==> src/hw/ptp_cls_cfg.svh <==
// Offsets, field positions, reset values and codes of the transmit time-sync classifier.
// Assumes inclusion by bare name from the design files; definitions only.
`ifndef PTP_CLS_CFG_SVH
`define PTP_CLS_CFG_SVH

// Register byte addresses
`define A_TS_CTL     8'h00
`define A_REF_SEL    8'h04
`define A_RAW_STAT   8'h08
`define A_POP        8'h0C
`define A_EV_LOW     8'h10
`define A_EV_MID     8'h14
`define A_EV_HIGH    8'h18
`define A_PORT_CTL   8'h20
`define A_ADDR_CTL   8'h24
`define A_CTL_TWO    8'h28
`define A_VLAN       8'h2C

// Field positions
`define B_EN         0
`define B_V4         0
`define B_V6         1
`define B_VA         2
`define B_VB         3
`define B_TTL        4
`define F_MSG        31:16
`define B_UNI        0
`define F_ADDR       5:1
`define B_319        6
`define B_320        7
`define F_SCOPE      15:0
`define F_VLAN_A     15:0
`define F_VLAN_B     31:16

// Reset values
`define RST_WORD     32'h0000_0000
`define RST_SEL      5'h00

// Frame codes
`define T_V6         16'h86DD
`define T_V4         16'h0800
`define V6_NIB       4'h6
`define V4_VH        8'h45
`define UDP          8'h11
`define HOP1         8'h01
`define ZERO8        8'h00
`define MC_FF        8'hFF
`define V4_MC        8'hE0
`define PORT_HI      8'h01
`define P319         8'h3F
`define P320         8'h40
`define ADR_HI_A     8'h01
`define ADR_HI_B     8'h00
`define ADR_129      8'h81
`define ADR_130      8'h82
`define ADR_131      8'h83
`define ADR_132      8'h84
`define ADR_107      8'h6B
`define HOST_PORT    2'h0
`define EV_TX        4'h4

// Untagged byte positions
`define O_TYPE_HI    7'd12
`define O_TYPE_LO    7'd13
`define O_VER        7'd14
`define O_V6_NH      7'd20
`define O_V6_HOP     7'd21
`define O_V6_DST     7'd38
`define O_V6_SCOPE   7'd39
`define O_V6_Z0      7'd40
`define O_V6_Z1      7'd51
`define O_V6_DHI     7'd52
`define O_V6_DLO     7'd53
`define O_V6_PHI     7'd56
`define O_V6_PLO     7'd57
`define O_V6_PTP     7'd62
`define O_V4_FRAG    7'd20
`define O_V4_FRLO    7'd21
`define O_V4_TTL     7'd22
`define O_V4_PROTO   7'd23
`define O_V4_DST     7'd30
`define O_V4_D1      7'd31
`define O_V4_DHI     7'd32
`define O_V4_DLO     7'd33
`define O_V4_PHI     7'd36
`define O_V4_PLO     7'd37
`define O_V4_PTP     7'd42
`define TAG_LEN      7'd4
`define POS_MAX      7'h7F

`endif

==> src/hw/ptp_cls_pkg.sv <==
// Types shared by the transmit time-sync classifier.
// Assumes nothing of its surroundings.
package ptp_cls_pkg;
	typedef logic [31:0] word_t;
	typedef logic [6:0]  pos_t;
	typedef enum logic [1:0] {TAG_NONE = 2'b00, TAG_A = 2'b01, TAG_B = 2'b10} tag_t;
	typedef enum logic [1:0] {KIND_NONE = 2'b00, KIND_V4 = 2'b01, KIND_V6 = 2'b10} kind_t;
endpackage

==> src/hw/sync_event_fifo.sv <==
// Event FIFO of the time-sync module: push at the tail, pop at the head.
// Assumes one clock; clr empties it synchronously.
`timescale 1ns/1ps
`default_nettype none
module sync_event_fifo #(
	parameter int W     = 37,
	parameter int DEPTH = 8,
	parameter int AW    = $clog2(DEPTH)
) (
	// Clock and reset
	input  wire logic          clk,
	input  wire logic          rst_n,
	input  wire logic          clr,
	// Tail
	input  wire logic          push,
	input  wire logic [W-1:0]  push_data,
	// Head
	input  wire logic          pop,
	output logic      [W-1:0]  head,
	output logic      [AW:0]   count,
	output logic               full,
	output logic               empty
);
	generate
		if (DEPTH < 2 || (1 << AW) != DEPTH) begin : g_bad
			$error("sync_event_fifo: DEPTH must be a power of two, at least 2");
		end
	endgenerate

	logic [W-1:0]  mem [DEPTH];
	logic [AW-1:0] wr_q;
	logic [AW-1:0] rd_q;
	logic          do_push;
	logic          do_pop;

	assign full    = count == (AW+1)'(DEPTH);
	assign empty   = count == '0;
	// A push into a full FIFO is dropped; the oldest events are kept
	assign do_push = push && !full;
	assign do_pop  = pop && !empty;
	assign head    = mem[rd_q];

	always_ff @(posedge clk) begin
		if (do_push) begin
			mem[wr_q] <= push_data;
		end
	end

	always_ff @(posedge clk or negedge rst_n) begin
		if (!rst_n) begin
			wr_q  <= '0;
			rd_q  <= '0;
			count <= '0;
		end else if (clr) begin
			wr_q  <= '0;
			rd_q  <= '0;
			count <= '0;
		end else begin
			if (do_push) begin
				wr_q <= wr_q + 1'b1;
			end
			if (do_pop) begin
				rd_q <= rd_q + 1'b1;
			end
			count <= count + (AW+1)'(do_push) - (AW+1)'(do_pop);
		end
	end
endmodule
`default_nettype wire

==> src/hw/ptp_tx_packet_classifier.sv <==
// Transmit time-sync classifier with timestamp counter, event FIFO and Wishbone registers.
// Assumes a byte stream from the switch transmit path, synchronous to clk,
// and an SFD pulse from the transmitter that follows the frame's last byte.
`timescale 1ns/1ps
`default_nettype none
`include "ptp_cls_cfg.svh"
module ptp_tx_packet_classifier #(
	parameter int FIFO_DEPTH = 8,
	parameter int SEL_W      = 5
) (
	// Clock and reset
	input  wire logic               clk,
	input  wire logic               nrst,
	// Wishbone slave
	input  wire logic               wb_cyc_i,
	input  wire logic               wb_stb_i,
	input  wire logic               wb_we_i,
	input  wire logic [7:0]         wb_adr_i,
	input  wire logic [3:0]         wb_sel_i,
	input  wire ptp_cls_pkg::word_t wb_dat_i,
	output ptp_cls_pkg::word_t      wb_dat_o,
	output logic                    wb_ack_o,
	// Transmit byte stream
	input  wire logic               tx_valid,
	input  wire logic               tx_first,
	input  wire logic [7:0]         tx_data,
	input  wire logic [1:0]         tx_port,
	input  wire logic               tx_sfd_sent,
	// Status out
	output logic [SEL_W-1:0]        ref_clock_select,
	output logic                    event_pending_raw
);
	import ptp_cls_pkg::*;

	generate
		if (SEL_W < 1 || SEL_W > 32) begin : g_bad
			$error("ptp_tx_packet_classifier: SEL_W must be 1 to 32");
		end
	endgenerate

	localparam int EW = 37;
	localparam int CW = $clog2(FIFO_DEPTH) + 1;

	logic              rst_s1_q;
	logic              rst_n_q;
	logic              ack_q;
	word_t             dat_q;
	logic              en_q;
	logic [SEL_W-1:0]  refsel_q;
	word_t             pctl_q;
	word_t             actl_q;
	logic [15:0]       ctl2_q;
	word_t             vlan_q;
	word_t             ts_q;
	pos_t              idx_q;
	pos_t              shift_q;
	tag_t              tag_q;
	kind_t             kind_q;
	logic              fail_q;
	logic              host_q;
	logic [7:0]        type_hi_q;
	logic [7:0]        addr_hi_q;
	logic              pend_q;
	logic              pend_v6_q;
	logic [3:0]        pend_mt_q;
	pos_t              pos;
	pos_t              rel;
	logic [15:0]       tval;
	logic              bad;
	logic              qual;
	logic              acc;
	logic              wr;
	logic              pop;
	logic              push;
	logic [EW-1:0]     head;
	logic [CW-1:0]     cnt;
	logic              full;
	logic              empty;
	logic              uni;
	logic [15:0]       msg_en;
	word_t             rd_d;

	function automatic word_t merge(word_t o, word_t n, logic [3:0] s);
		word_t r;
		r = o;
		for (int i = 0; i < 4; i++) begin
			if (s[i]) begin
				r[8*i +: 8] = n[8*i +: 8];
			end
		end
		return r;
	endfunction

	function automatic logic addr_ok(logic [7:0] hi, logic [7:0] lo, logic [4:0] e);
		return (hi == `ADR_HI_A && ((lo == `ADR_129 && e[0]) || (lo == `ADR_130 && e[1]) ||
			(lo == `ADR_131 && e[2]) || (lo == `ADR_132 && e[3]))) ||
			(hi == `ADR_HI_B && lo == `ADR_107 && e[4]);
	endfunction

	function automatic logic port_ok(logic [7:0] lo, logic e319, logic e320);
		return (lo == `P319 && e319) || (lo == `P320 && e320);
	endfunction

	// Reset release through two flops
	always_ff @(posedge clk or negedge nrst) begin
		if (!nrst) begin
			rst_s1_q <= 1'b0;
			rst_n_q  <= 1'b0;
		end else begin
			rst_s1_q <= 1'b1;
			rst_n_q  <= rst_s1_q;
		end
	end

	assign acc    = wb_cyc_i && wb_stb_i && !ack_q;
	assign wr     = acc && wb_we_i;
	assign pop    = wr && wb_adr_i == `A_POP && wb_sel_i[0] && wb_dat_i[0];
	assign uni    = actl_q[`B_UNI];
	assign msg_en = pctl_q[`F_MSG];

	// Bus answer: ack one cycle after the request, dropped the cycle after
	always_ff @(posedge clk or negedge rst_n_q) begin
		if (!rst_n_q) begin
			ack_q <= 1'b0;
			dat_q <= `RST_WORD;
		end else begin
			ack_q <= acc;
			if (acc && !wb_we_i) begin
				dat_q <= rd_d;
			end
		end
	end
	assign wb_ack_o = ack_q;
	assign wb_dat_o = dat_q;

	always_comb begin
		rd_d = `RST_WORD;
		case (wb_adr_i)
			`A_TS_CTL:   rd_d[`B_EN] = en_q;
			`A_REF_SEL:  rd_d[SEL_W-1:0] = refsel_q;
			`A_RAW_STAT: rd_d[0] = event_pending_raw;
			`A_EV_LOW:   rd_d = empty ? `RST_WORD : head[31:0];
			`A_EV_MID:   rd_d[7:0] = empty ? `ZERO8 : {`EV_TX, head[35:32]};
			`A_EV_HIGH:  rd_d[0] = !empty && head[36];
			`A_PORT_CTL: rd_d = pctl_q;
			`A_ADDR_CTL: rd_d = actl_q;
			`A_CTL_TWO:  rd_d[15:0] = ctl2_q;
			`A_VLAN:     rd_d = vlan_q;
			default:     rd_d = `RST_WORD;
		endcase
	end

	// Software registers
	always_ff @(posedge clk or negedge rst_n_q) begin
		if (!rst_n_q) begin
			en_q     <= 1'b0;
			refsel_q <= SEL_W'(`RST_SEL);
			pctl_q   <= `RST_WORD;
			actl_q   <= `RST_WORD;
			ctl2_q   <= 16'(`RST_WORD);
			vlan_q   <= `RST_WORD;
		end else if (wr) begin
			case (wb_adr_i)
				`A_TS_CTL: begin
					if (wb_sel_i[0]) begin
						en_q <= wb_dat_i[`B_EN];
					end
				end
				`A_REF_SEL: begin
					// Mux change while running would glitch the time base
					if (!en_q) begin
						refsel_q <= SEL_W'(merge(32'(refsel_q), wb_dat_i, wb_sel_i));
					end
				end
				`A_PORT_CTL: pctl_q <= merge(pctl_q, wb_dat_i, wb_sel_i);
				`A_ADDR_CTL: actl_q <= merge(actl_q, wb_dat_i, wb_sel_i);
				`A_CTL_TWO:  ctl2_q <= 16'(merge({16'h0000, ctl2_q}, wb_dat_i, wb_sel_i));
				`A_VLAN:     vlan_q <= merge(vlan_q, wb_dat_i, wb_sel_i);
				default: ;
			endcase
		end
	end
	assign ref_clock_select = refsel_q;

	// Time base, cleared while the module is disabled
	always_ff @(posedge clk or negedge rst_n_q) begin
		if (!rst_n_q) begin
			ts_q <= `RST_WORD;
		end else if (!en_q) begin
			ts_q <= `RST_WORD;
		end else begin
			ts_q <= ts_q + 32'h0000_0001;
		end
	end

	// Byte position relative to an untagged frame
	always_comb begin
		pos  = tx_first ? '0 : idx_q;
		rel  = pos - shift_q;
		tval = {type_hi_q, tx_data};
		bad  = 1'b0;
		qual = 1'b0;
		if (kind_q == KIND_V6) begin
			case (rel) inside
				`O_VER:      bad = tx_data[7:4] != `V6_NIB;
				`O_V6_NH:    bad = tx_data != `UDP;
				`O_V6_HOP:   bad = tx_data != `HOP1;
				`O_V6_DST:   bad = !uni && tx_data != `MC_FF;
				`O_V6_SCOPE: bad = !uni && (tx_data[7:4] != 4'h0 || !ctl2_q[tx_data[3:0]]);
				[`O_V6_Z0:`O_V6_Z1]: bad = !uni && tx_data != `ZERO8;
				`O_V6_DLO:   bad = !uni && !addr_ok(addr_hi_q, tx_data, actl_q[`F_ADDR]);
				`O_V6_PHI:   bad = tx_data != `PORT_HI;
				`O_V6_PLO:   bad = !port_ok(tx_data, actl_q[`B_319], actl_q[`B_320]);
				`O_V6_PTP:   qual = !fail_q && host_q && msg_en[tx_data[3:0]];
				default: ;
			endcase
		end else if (kind_q == KIND_V4) begin
			case (rel)
				`O_VER:      bad = tx_data != `V4_VH;
				`O_V4_FRAG:  bad = tx_data[4:0] != 5'h00;
				`O_V4_FRLO:  bad = tx_data != `ZERO8;
				`O_V4_TTL:   bad = !pctl_q[`B_TTL] && tx_data != `ZERO8;
				`O_V4_PROTO: bad = tx_data != `UDP;
				`O_V4_DST:   bad = !uni && tx_data != `V4_MC;
				`O_V4_D1:    bad = !uni && tx_data != `ZERO8;
				`O_V4_DLO:   bad = !uni && !addr_ok(addr_hi_q, tx_data, actl_q[`F_ADDR]);
				`O_V4_PHI:   bad = tx_data != `PORT_HI;
				`O_V4_PLO:   bad = !port_ok(tx_data, actl_q[`B_319], actl_q[`B_320]);
				`O_V4_PTP:   qual = !fail_q && host_q && msg_en[tx_data[3:0]];
				default: ;
			endcase
		end
		qual = qual && tx_valid && !tx_first;
	end

	// Frame parser state
	always_ff @(posedge clk or negedge rst_n_q) begin
		if (!rst_n_q) begin
			idx_q     <= '0;
			shift_q   <= '0;
			tag_q     <= TAG_NONE;
			kind_q    <= KIND_NONE;
			fail_q    <= 1'b0;
			host_q    <= 1'b0;
			type_hi_q <= `ZERO8;
			addr_hi_q <= `ZERO8;
		end else if (!en_q) begin
			idx_q   <= '0;
			shift_q <= '0;
			tag_q   <= TAG_NONE;
			kind_q  <= KIND_NONE;
			fail_q  <= 1'b1;
		end else if (tx_valid) begin
			idx_q <= (pos == `POS_MAX) ? pos : pos + 7'h01;
			if (tx_first) begin
				shift_q <= '0;
				tag_q   <= TAG_NONE;
				kind_q  <= KIND_NONE;
				fail_q  <= 1'b0;
				host_q  <= tx_port == `HOST_PORT;
			end else begin
				if (rel == `O_TYPE_HI && kind_q == KIND_NONE) begin
					type_hi_q <= tx_data;
				end
				if (rel == `O_TYPE_LO && kind_q == KIND_NONE && !fail_q) begin
					if (tval == `T_V6 && pctl_q[`B_V6]) begin
						kind_q <= KIND_V6;
					end else if (tval == `T_V4 && pctl_q[`B_V4]) begin
						kind_q <= KIND_V4;
					end else if (tval == vlan_q[`F_VLAN_A] && pctl_q[`B_VA] && tag_q == TAG_NONE) begin
						tag_q   <= TAG_A;
						shift_q <= shift_q + `TAG_LEN;
					end else if (tval == vlan_q[`F_VLAN_B] && pctl_q[`B_VB] && tag_q != TAG_B) begin
						tag_q   <= TAG_B;
						shift_q <= shift_q + `TAG_LEN;
					end else begin
						fail_q <= 1'b1;
					end
				end
				if ((kind_q == KIND_V6 && rel == `O_V6_DHI) || (kind_q == KIND_V4 && rel == `O_V4_DHI)) begin
					addr_hi_q <= tx_data;
				end
				if (bad) begin
					fail_q <= 1'b1;
				end
			end
		end
	end

	// Qualified frame waits for its SFD before the stamp is taken
	always_ff @(posedge clk or negedge rst_n_q) begin
		if (!rst_n_q) begin
			pend_q    <= 1'b0;
			pend_v6_q <= 1'b0;
			pend_mt_q <= 4'h0;
		end else if (!en_q) begin
			pend_q <= 1'b0;
		end else if (qual) begin
			pend_q    <= 1'b1;
			pend_v6_q <= kind_q == KIND_V6;
			pend_mt_q <= tx_data[3:0];
		end else if (tx_sfd_sent) begin
			pend_q <= 1'b0;
		end
	end

	assign push = tx_sfd_sent && pend_q && !qual;

	sync_event_fifo #(
		.W     (EW),
		.DEPTH (FIFO_DEPTH),
		.AW    (CW - 1)
	) u_fifo (
		.clk       (clk),
		.rst_n     (rst_n_q),
		.clr       (!en_q),
		.push      (push),
		.push_data ({pend_v6_q, pend_mt_q, ts_q}),
		.pop       (pop),
		.head      (head),
		.count     (cnt),
		.full      (full),
		.empty     (empty)
	);

	assign event_pending_raw = !empty;
endmodule
`default_nettype wire

==> config.mk <==
export PLATFORM = sky130hd
export DESIGN_NAME = ptp_tx_packet_classifier
export DESIGN_NICKNAME = d
export VERILOG_FILES = /design/src/hw/ptp_cls_pkg.sv /design/src/hw/sync_event_fifo.sv /design/src/hw/ptp_tx_packet_classifier.sv
export VERILOG_INCLUDE_DIRS = /design/src /design/src/hw
export SDC_FILE = /design/constraint.sdc
export NUM_CORES = 1
export LEC_CHECK = 0
export ABC_AREA = 1
export BUFFER_PORTS_ARGS = -buffer_cell sky130_fd_sc_hd__buf_2
export CELL_PAD_IN_SITES_DETAIL_PLACEMENT = 1
export CELL_PAD_IN_SITES_GLOBAL_PLACEMENT = 1
export CORE_MARGIN = 3
export CORE_UTILIZATION = 52
export DETAILED_ROUTE_END_ITERATION = 7
export PLACE_DENSITY_LB_ADDON = 0.1
export SLEW_MARGIN = 15
export SYNTH_ARGS = -nofsm -noshare
export SYNTH_HDL_FRONTEND = slang
export SYNTH_HIERARCHICAL = 1
export SYNTH_SLANG_ARGS = --single-unit
==> constraint.sdc <==
create_clock -name clk -period 11.4 [get_ports clk]
set_input_delay 1.71 -clock clk [delete_from_list [all_inputs] [get_ports clk]]
set_output_delay 1.71 -clock clk [all_outputs]
set_load 0.01 [all_outputs]
# Word level (Yosys, flattened, before mapping)

Memories as Yosys holds them, arrays and structs flattened.
Index checks and enable logic that the tools add are counted.

Register bits after elaboration: 237
RAM bits: 296
Input bits: 62
Logic and storage cells: 293
Memories: 1

Memory list:

| memory     | depth | bits a word | rd ports | clocked after Yosys merged registers in | wr ports | RTL line              | text |
|---|---|---|---|---|---|---|---|
| u_fifo.mem | 8     | 37          | 1        | 0                                       | 1        | sync_event_fifo.sv:30 | `logic [W-1:0] mem [DEPTH];` |

Add/subtract/negate cells: 8
$lt $le $gt $ge: 3
Eq/ne operators: 68
Muxes and demuxes: 82
Bitwise logic cells: 2
Reduce and logical (&&, ||, !) cells: 94

Operators with widths:

| cell                                                              | count |
|---|---|
| 7-bit two-way mux                                                 | 13 |
| 7-bit by 6-bit == test with 1-bit output, second input constant   | 12 |
| 32-bit two-way mux                                                | 2 |
| 16-bit case mux with 4 select lines                               | 1 |
| 3-bit AND reduction                                               | 17 |
| 1-bit logical AND                                                 | 43 |
| 7-bit by 5-bit == test with 1-bit output, second input constant   | 6 |
| 8-bit by 6-bit == test with 1-bit output, second input constant   | 5 |
| 1-bit two-way mux                                                 | 40 |
| 8-bit case mux with 5 select lines                                | 1 |
| 32-bit by 1-bit adder with 32-bit output, second input constant   | 1 |
| 16-bit == test                                                    | 2 |
| 8-bit == test, second input constant                              | 4 |
| 2-bit two-way mux                                                 | 14 |
| 4-bit case mux with 7 select lines                                | 1 |
| 8-bit by 5-bit == test with 1-bit output, second input constant   | 3 |
| 7-bit by 4-bit == test with 1-bit output, second input constant   | 3 |
| 1-bit case mux with 10 select lines                               | 2 |
| 3-bit case mux with 6 select lines                                | 1 |
| 16-bit by 12-bit == test with 1-bit output, second input constant | 1 |
| 16-bit == test, second input constant                             | 1 |
| 8-bit by 4-bit == test with 1-bit output, second input constant   | 2 |
| 8-bit by 7-bit == test with 1-bit output, second input constant   | 2 |
| 8-bit zero test                                                   | 2 |
| other kinds (41)                                                  | 78 |

# Logic depth before layout (Yosys ltp)

Gate-level depths: netlist (run 1).

Depth after elaboration: 22
Gate-level depth with buffers: 27
Gate-level depth less buffers: 26

# Hierarchy

The synthesis (run 1) kept the hierarchy.

Modules (own cells, without submodules):

| module                   | times used | cells each | area an instance (µm²) | sequential area each (µm²) |
|---|---|---|---|---|
| sync_event_fifo          | 1          | 1372       | 13616.8                | 9138.8 |
| ptp_tx_packet_classifier | 1          | 1482       | 11868.9                | 5630.4 |

# Worst setup path before layout (run 1)

Ideal clock, no wire load.

Kind: input to register
Start: input port tx_first
End: memory u_fifo.mem[4][0] (enable)
Setup time: 478 ps
Arrival: 6317 ps
Required time: 10922 ps
Path slack: 4605 ps
Stages on the path: 18
Cells stage by stage: buf_6 > nor2_1 > ha_1 > a21oi_1 > nand2_1 > nand3_2 > nand2_2 > nand2_1 > nand2_4 > nand2_4 > nor2_4 > nand4_1 > o21ai_1 > nand3_1 > and3_1 > nand2_1 > buf_2 > nor3_1

Cells in the longest elaborated chain, start to end: 21

RTL lines:

| what                                               | RTL line                        | text |
|---|---|---|
| from (decl)                                        | ptp_tx_packet_classifier.sv:25  | `input wire logic tx_first,` |
| 7-bit two-way mux                                  | ptp_tx_packet_classifier.sv:198 | `pos = tx_first ? '0 : idx_q;` |
| 7-bit subtractor                                   | ptp_tx_packet_classifier.sv:199 | `rel = pos - shift_q;` |
| 7-bit by 6-bit == test with 1-bit output (no line) | n/a                             |  |
| 1-bit two-way mux (10 in a row)                    | ptp_tx_packet_classifier.sv:204 | `case (rel) inside` |
| 1-bit two-way mux                                  | ptp_tx_packet_classifier.sv:203 | `if (kind_q == KIND_V6) begin` |
| 1-bit logical AND                                  | ptp_tx_packet_classifier.sv:233 | `qual = qual && tx_valid && !tx_first;` |
| 1-bit logical AND (*)                              | ptp_tx_packet_classifier.sv:233 |  |
| 1-bit zero test (*)                                | ptp_tx_packet_classifier.sv:307 | `assign push = tx_sfd_sent && pend_q && !qual;` |
| 1-bit logical AND (*)                              | ptp_tx_packet_classifier.sv:307 |  |
| named net push                                     | ptp_tx_packet_classifier.sv:74  | `logic push;` |
| 1-bit logical AND (*)                              | sync_event_fifo.sv:39           | `assign do_push = push && !full;` |
| 1-bit two-way mux (*)                              | sync_event_fifo.sv:44           | `if (do_push) begin` |
| 1-bit two-way mux (implied by the code) (*)        | sync_event_fifo.sv:45           | `mem[wr_q] <= push_data;` |
| to (decl)                                          | sync_event_fifo.sv:30           |  |

Mark *: on every way through the listed nets, which the timed path passes. The rest lies on a longest branch.

# Worst setup path after layout (run 1)

Start: input port tx_first
End: memory u_fifo.mem[7][20] (enable)

The elaborated chain is that of the path after synthesis.

==> results of run 1 <==
[stage by stage]
stage               instances  util [%]  worst slack (ps)
floorplan                2854         -              4370
global placement         3492      55.0              5330
detailed placement       3492      55.0              5080
CTS                      3600      59.1              5760
global route             3600      59.1              5420
finish                   3600      59.1              5740
[registers in the layout (all words and copies together), names as in the netlist, 2 cells and up]
signal	cells
type_hi_q	8
ref_clock_select	5
u_fifo/wr_q	3
vlan_q	32
ts_q	32
u_fifo/rd_q	3
addr_hi_q	8
u_fifo/mem	296
u_fifo/count	4
pend_mt_q	4
pctl_q	32
shift_q	5
tag_q	2
actl_q	32
idx_q	7
ctl2_q	16
kind_q	2
wb_dat_o	32
[metal layers]
| layer | track usage (%) | up-vias |
|---|---|---|
| met5 | 0 | - |
| met2 | 51.4 | 707 |
| met3 | 4.93 | 134 |
| met4 | 10.9 | 0 |
| met1 | 44.2 | 10386 |
| li1 | - | 9387 |
[critical path, stage by stage]
cell	delay, ps
buf_2	190
nor2_1	280
ha_1	340
a21oi_1	220
nand2_1	110
nand3_2	110
nand2_2	60
nand2_1	100
nand2_4	90
nand2_4	130
nor2_4	40
nand4_1	80
o21ai_1	140
nand3_1	130
and3_1	290
nand2_1	360
nor3_2	890
buf_4	590
[worst paths after layout]
check | depth (start not counted) | start | end | slack [ps]
min in group clk | 0 | rst_s1_q | rst_n_q | 360
worst min-delay path | 0 | rst_n_q | idx_q[1] | 280
max in group asynchronous | 2 | rst_n_q | vlan_q[25] | 8950
worst min register to register | 0 | rst_n_q | idx_q[1] | 280
worst max register to register | 18 | idx_q[3] | u_fifo/mem[7][20] | 6630
worst max-delay path | 18 | tx_first | u_fifo/mem[7][20] | 5740
[cell type report]
type                    count  area (µm²)
fillers                  5620       19700
flip-flops and latches    531       14800
inverters                 487        1840
clock buffers              72        1550
well taps                 615         769
repair buffers            128         711
multi-input cells        1731        8350
clock inverters            36         374
[report_power, final]
part           switching [µW]  total, µW  internal (µW)
Combinational             253        369            116
Clock                     786       1910           1120
Sequential                108       2230           2130
Total                    1150       4510           3370
==> qor.yml, run 1 <==
synthCells: 2853
wl_met3_mm: 5.41
gp_congestion: 0.940
rsz0062_at_grt: "false"
dr.max_layer_used: "met4"
ant_nets: 0
clk_pin_slew_ps: 60
hold_class: "reg -> async"
clock-skew-final_ps: 23.8
cts_root_buf: "clkbuf_16"
fin_crit_sh_pct: 49.7
drt_iter0_drc: 1715
finalPower_uw: 4510
vias: 20614
grt.total_usage_pct: 31.8
start_kind: "primary input"
grt_max_degree: 76
slew_viol_final: 0
met1_length_mm: 35.4
worstSetupPathType: "in -> reg"
fin_area_um2: 28400
synthesis.area_um2: 25500
dieWidth_um: 227
syn_to_final_growth_pct: 11.4
fin_crit_ps: 5660
rows: 80
hold_viol: 0
hpwl_mm: 54.7
cts_resized: 0
nets: 3020
die_h_um: 227
grt_pass1_wl_mm: 125
cts_tree: "done"
tns_ps: 0
cp-end-kind: "register"
tightest_slew_ps: 1200
drc: 0
start_util_pct: 53.0
postCtsSetupRepairBufs: 0
cp_data_required_time_ps: 11640
clock_sinks: 531
arrival_ps: 5900
final_common_cell: "nand2_1"
htreeDepth: 2
clk_path_buf_depth: 3
antenna_found_initial: 1
insertion_delay_ps: 620
status: "finished, final reports clean"
postCtsHoldBufs: 0
max_cap_violations: 0
hold_ws_ps: 285
fmax_mhz: 177
io_pins: 101
avgRoutedWirePerCell_um: 22.7
firstDrtPassIters: 5
diodes: 0
cp_max_fo: 28
ir_drop_mv: 0.149
gr-total-overflow: 0
wirelength_mm: 81.5
die_area_um2: 51700
place_area_um2: 26400
coreArea_um2: 48000
max_slew_margin_pct: 19.6
yosys_warnings: 6
portBuffers: 100
layout-drive-gt1-share_pct: 10.3
power.density_nw_per_um2: 159
grt_pass1_vias: 21681
cts_made_buffers: 57
syn_avg_cell_area_um2: 8.93
wl_met2_mm: 38.1
avgViaCountPerCell: 5.73
p_leak_uw: 0.0130
setup_violations: 0
mostFrequentLayoutCells: "nand2_1, inv_1, edfxtp_1, dfrtp_1, nand3_1"
(Power assumes the default switching activity.)
==> run 2: changes to the inputs <==
--- a/config.mk
+++ b/config.mk
@@ -6,12 +6,12 @@
 export SDC_FILE = /design/constraint.sdc
 export NUM_CORES = 1
 export LEC_CHECK = 0
-export ABC_AREA = 1
+export ABC_AREA = 0
 export BUFFER_PORTS_ARGS = -buffer_cell sky130_fd_sc_hd__buf_2
 export CELL_PAD_IN_SITES_DETAIL_PLACEMENT = 1
 export CELL_PAD_IN_SITES_GLOBAL_PLACEMENT = 1
 export CORE_MARGIN = 3
-export CORE_UTILIZATION = 52
+export CORE_UTILIZATION = 47
 export DETAILED_ROUTE_END_ITERATION = 7
 export PLACE_DENSITY_LB_ADDON = 0.1
 export SLEW_MARGIN = 15
==> constraint.sdc (replaced) <==
create_clock -name clk -period 5.1 [get_ports clk]
set_input_delay 0.765 -clock clk [delete_from_list [all_inputs] [get_ports clk]]
set_output_delay 0.765 -clock clk [all_outputs]
set_load 0.01 [all_outputs]
==> run 2 against run 1 <==
Synthesized area fell by 7.7%. Clock power is 120% higher. Wire length shrank 23%. Sequential power rose by 120%. Cell area is 5.4% lower. Die area up 2.1%. Synthesized cell count down 46%. Global-route usage down 7.8 points. First-iteration DRC count fell by 17%. Critical path depth fell by 2. Hold slack improved by 64 ps.
==> qor.yml, run 2 <==
status: "finished, final reports clean"
cp-end-kind: "register"
fin_crit_ps: 4200
postCtsSetupRepairBufs: 0
arrival_ps: 4670
cts_made_buffers: 55
synth_cell_types: 83
hpwl_mm: 41.4
start_util_pct: 47.8
die_area_um2: 52800
portBuffers: 100
ant_nets: 0
timing.final.ws_setup_ps: 900
clk_pin_slew_ps: 60
cts_resized: 0
yosys_most_used_dff: "edfxtp_1"
setup_violations: 0
avgRoutedWirePerCell_um: 26.4
ir_drop_mv: 0.262
critical_path.startpoint: "idx_q[2]"
wirelength_mm: 62.8
clock-skew-final_ps: 44.9
max_slew_margin_pct: 24.0
rr_startpoint: "idx_q[2]"
hold_viol: 0
mostFrequentLayoutCells: "edfxtp_1, dfrtp_1, mux2_2, buf_2, nor2_1"
avgViaCountPerCell: 6.02
synth_seq_cells: 531
worstSetupPathType: "reg -> reg"
nets: 1752
grt.total_usage_pct: 23.9
vias: 14315
regMostFlops: "u_fifo/mem"
finalPower_uw: 10200
cts_root_buf: "clkbuf_16"
p_leak_uw: 0.0108
grt_max_degree: 132
coreArea_um2: 49200
synth_top_area_cell: "edfxtp_1"
final_common_cell: "edfxtp_1"
dieWidth_um: 230
die_h_um: 230
synthCells: 1547
gp_congestion: 0.854
yosysMostFrequentCell: "edfxtp_1"
synth_area_leaders: "edfxtp_1, dfrtp_1, mux2_2"
syn_avg_cell_area_um2: 15.2
syn_to_final_growth_pct: 14.2
min_from: "rst_s1_q"
grt_pass1_vias: 14987
antenna_found_initial: 0
drc: 0
drt_iter0_drc: 1417
fmax_mhz: 238
clock_sinks: 531
dp_cells: 2274
gr-total-overflow: 0
layout-drive-gt1-share_pct: 31.7
synthesis.area_um2: 23500
cp_data_required_time_ps: 5570
yosys_warnings: 6
insertion_delay_ps: 630
tightest_slew_ps: 1120
cts_tree: "done"
synth-async-reset-ratio_pct: 44.3
hold_ws_ps: 349
synth_edf_count: 296
synth_top_area_share_pct: 37.8
max_cap_violations: 0
io_pins: 101
rows: 81
place_ws_ps: 551
fin_crit_sh_pct: 82.3
power.density_nw_per_um2: 380
grt_pass1_wl_mm: 95.9
slew_viol_final: 0
firstDrtPassIters: 5
start_kind: "register"
final_cells: 2378
cp_max_fo: 7
final_util_pct: 54.6
htreeDepth: 2
synth_top_cells_by_count: "edfxtp_1, dfrtp_1, mux2_2, nor2_1, mux4_2"
rsz0062_at_grt: "false"
synth_seq_area_share_pct: 62.8
hold_class: "reg -> reg"
largest_reg_flops: 296
clk_path_buf_depth: 3
[run 2: worst paths after layout]
kind | end | slack, ps | cells after the start
setup / recovery | u_fifo/count[1] | 900 | 16
hold / removal | rst_n_q | 350 | 0
setup reg to reg | u_fifo/count[1] | 900 | 16
hold reg to reg | rst_n_q | 350 | 0
max in group asynchronous | wb_dat_o[16] | 3560 | 1
min in group asynchronous | ts_q[27] | 360 | 0
[run 2: logic make-up after synthesis]
logic type               synth area share (%)
AO/OA/AOI/OAI                            5.24
XOR/XNOR                                 2.67
adder cells (fa/ha/maj)                  1.20
buffers and inverters                    1.72
flip-flops                               62.8
multiplexers                             18.3
other                                  0.0319
AND/OR/NAND/NOR                          8.06
[run 2: power by group]
group          leakage [µW]  switching (µW)  internal, µW
registers           0.00616             248          4730
logic               0.00367             602           481
clock network      0.000919            1740          2400
total                0.0108            2590          7610
[run 2: metrics by stage]
| stage | instance area (µm²) | TNS, ps |
|---|---|---|
| global route | 26800 | 0 |
| floorplan | 23500 | -34440 |
| CTS | 26800 | 0 |
| detailed placement | 25000 | 0 |
| finish | 26800 | 0 |
| global placement | 25000 | 0 |
[run 2: layout make-up]
type,count,area (µm²)
Timing Repair Buffer,132,868
Antenna cell,1,2.50
Sequential cell,531,14800
Fill cell,4677,22300
Tap cell,664,831
Clock buffer,71,1510
Multi-Input combinational cell,929,8430
Inverter,19,71.3
Clock inverter,31,360
[run 2: metal layers]
metal | wire length (µm) | global-route usage (%)
met5 | 0 | 0
met4 | 1410 | 6.22
met3 | 3190 | 3.52
met2 | 30700 | 39.7
met1 | 27500 | 33.6
[run 2: repair_timing]
| item | 4_1_cts | 5_1_grt |
|---|---|---|
| endpoints found under the setup margin | 0 | 0 |
| endpoints found under the hold margin | 2 | 0 |
| hold buffers | 1 | 0 |
[run 2: critical path, cell delays in order (launching register included)]
cell      delay (ps)
dfrtp_1          440
nor2b_1          170
ha_1             380
o21ai_2          280
nor3b_1          310
a21oi_1           90
xor2_1           270
nand2_1          170
nor3_1           330
nand3b_1         210
and3_1           300
nand2_1           90
ha_1             230
inv_1             70
ha_1             190
fa_1             420
nor2b_1          140
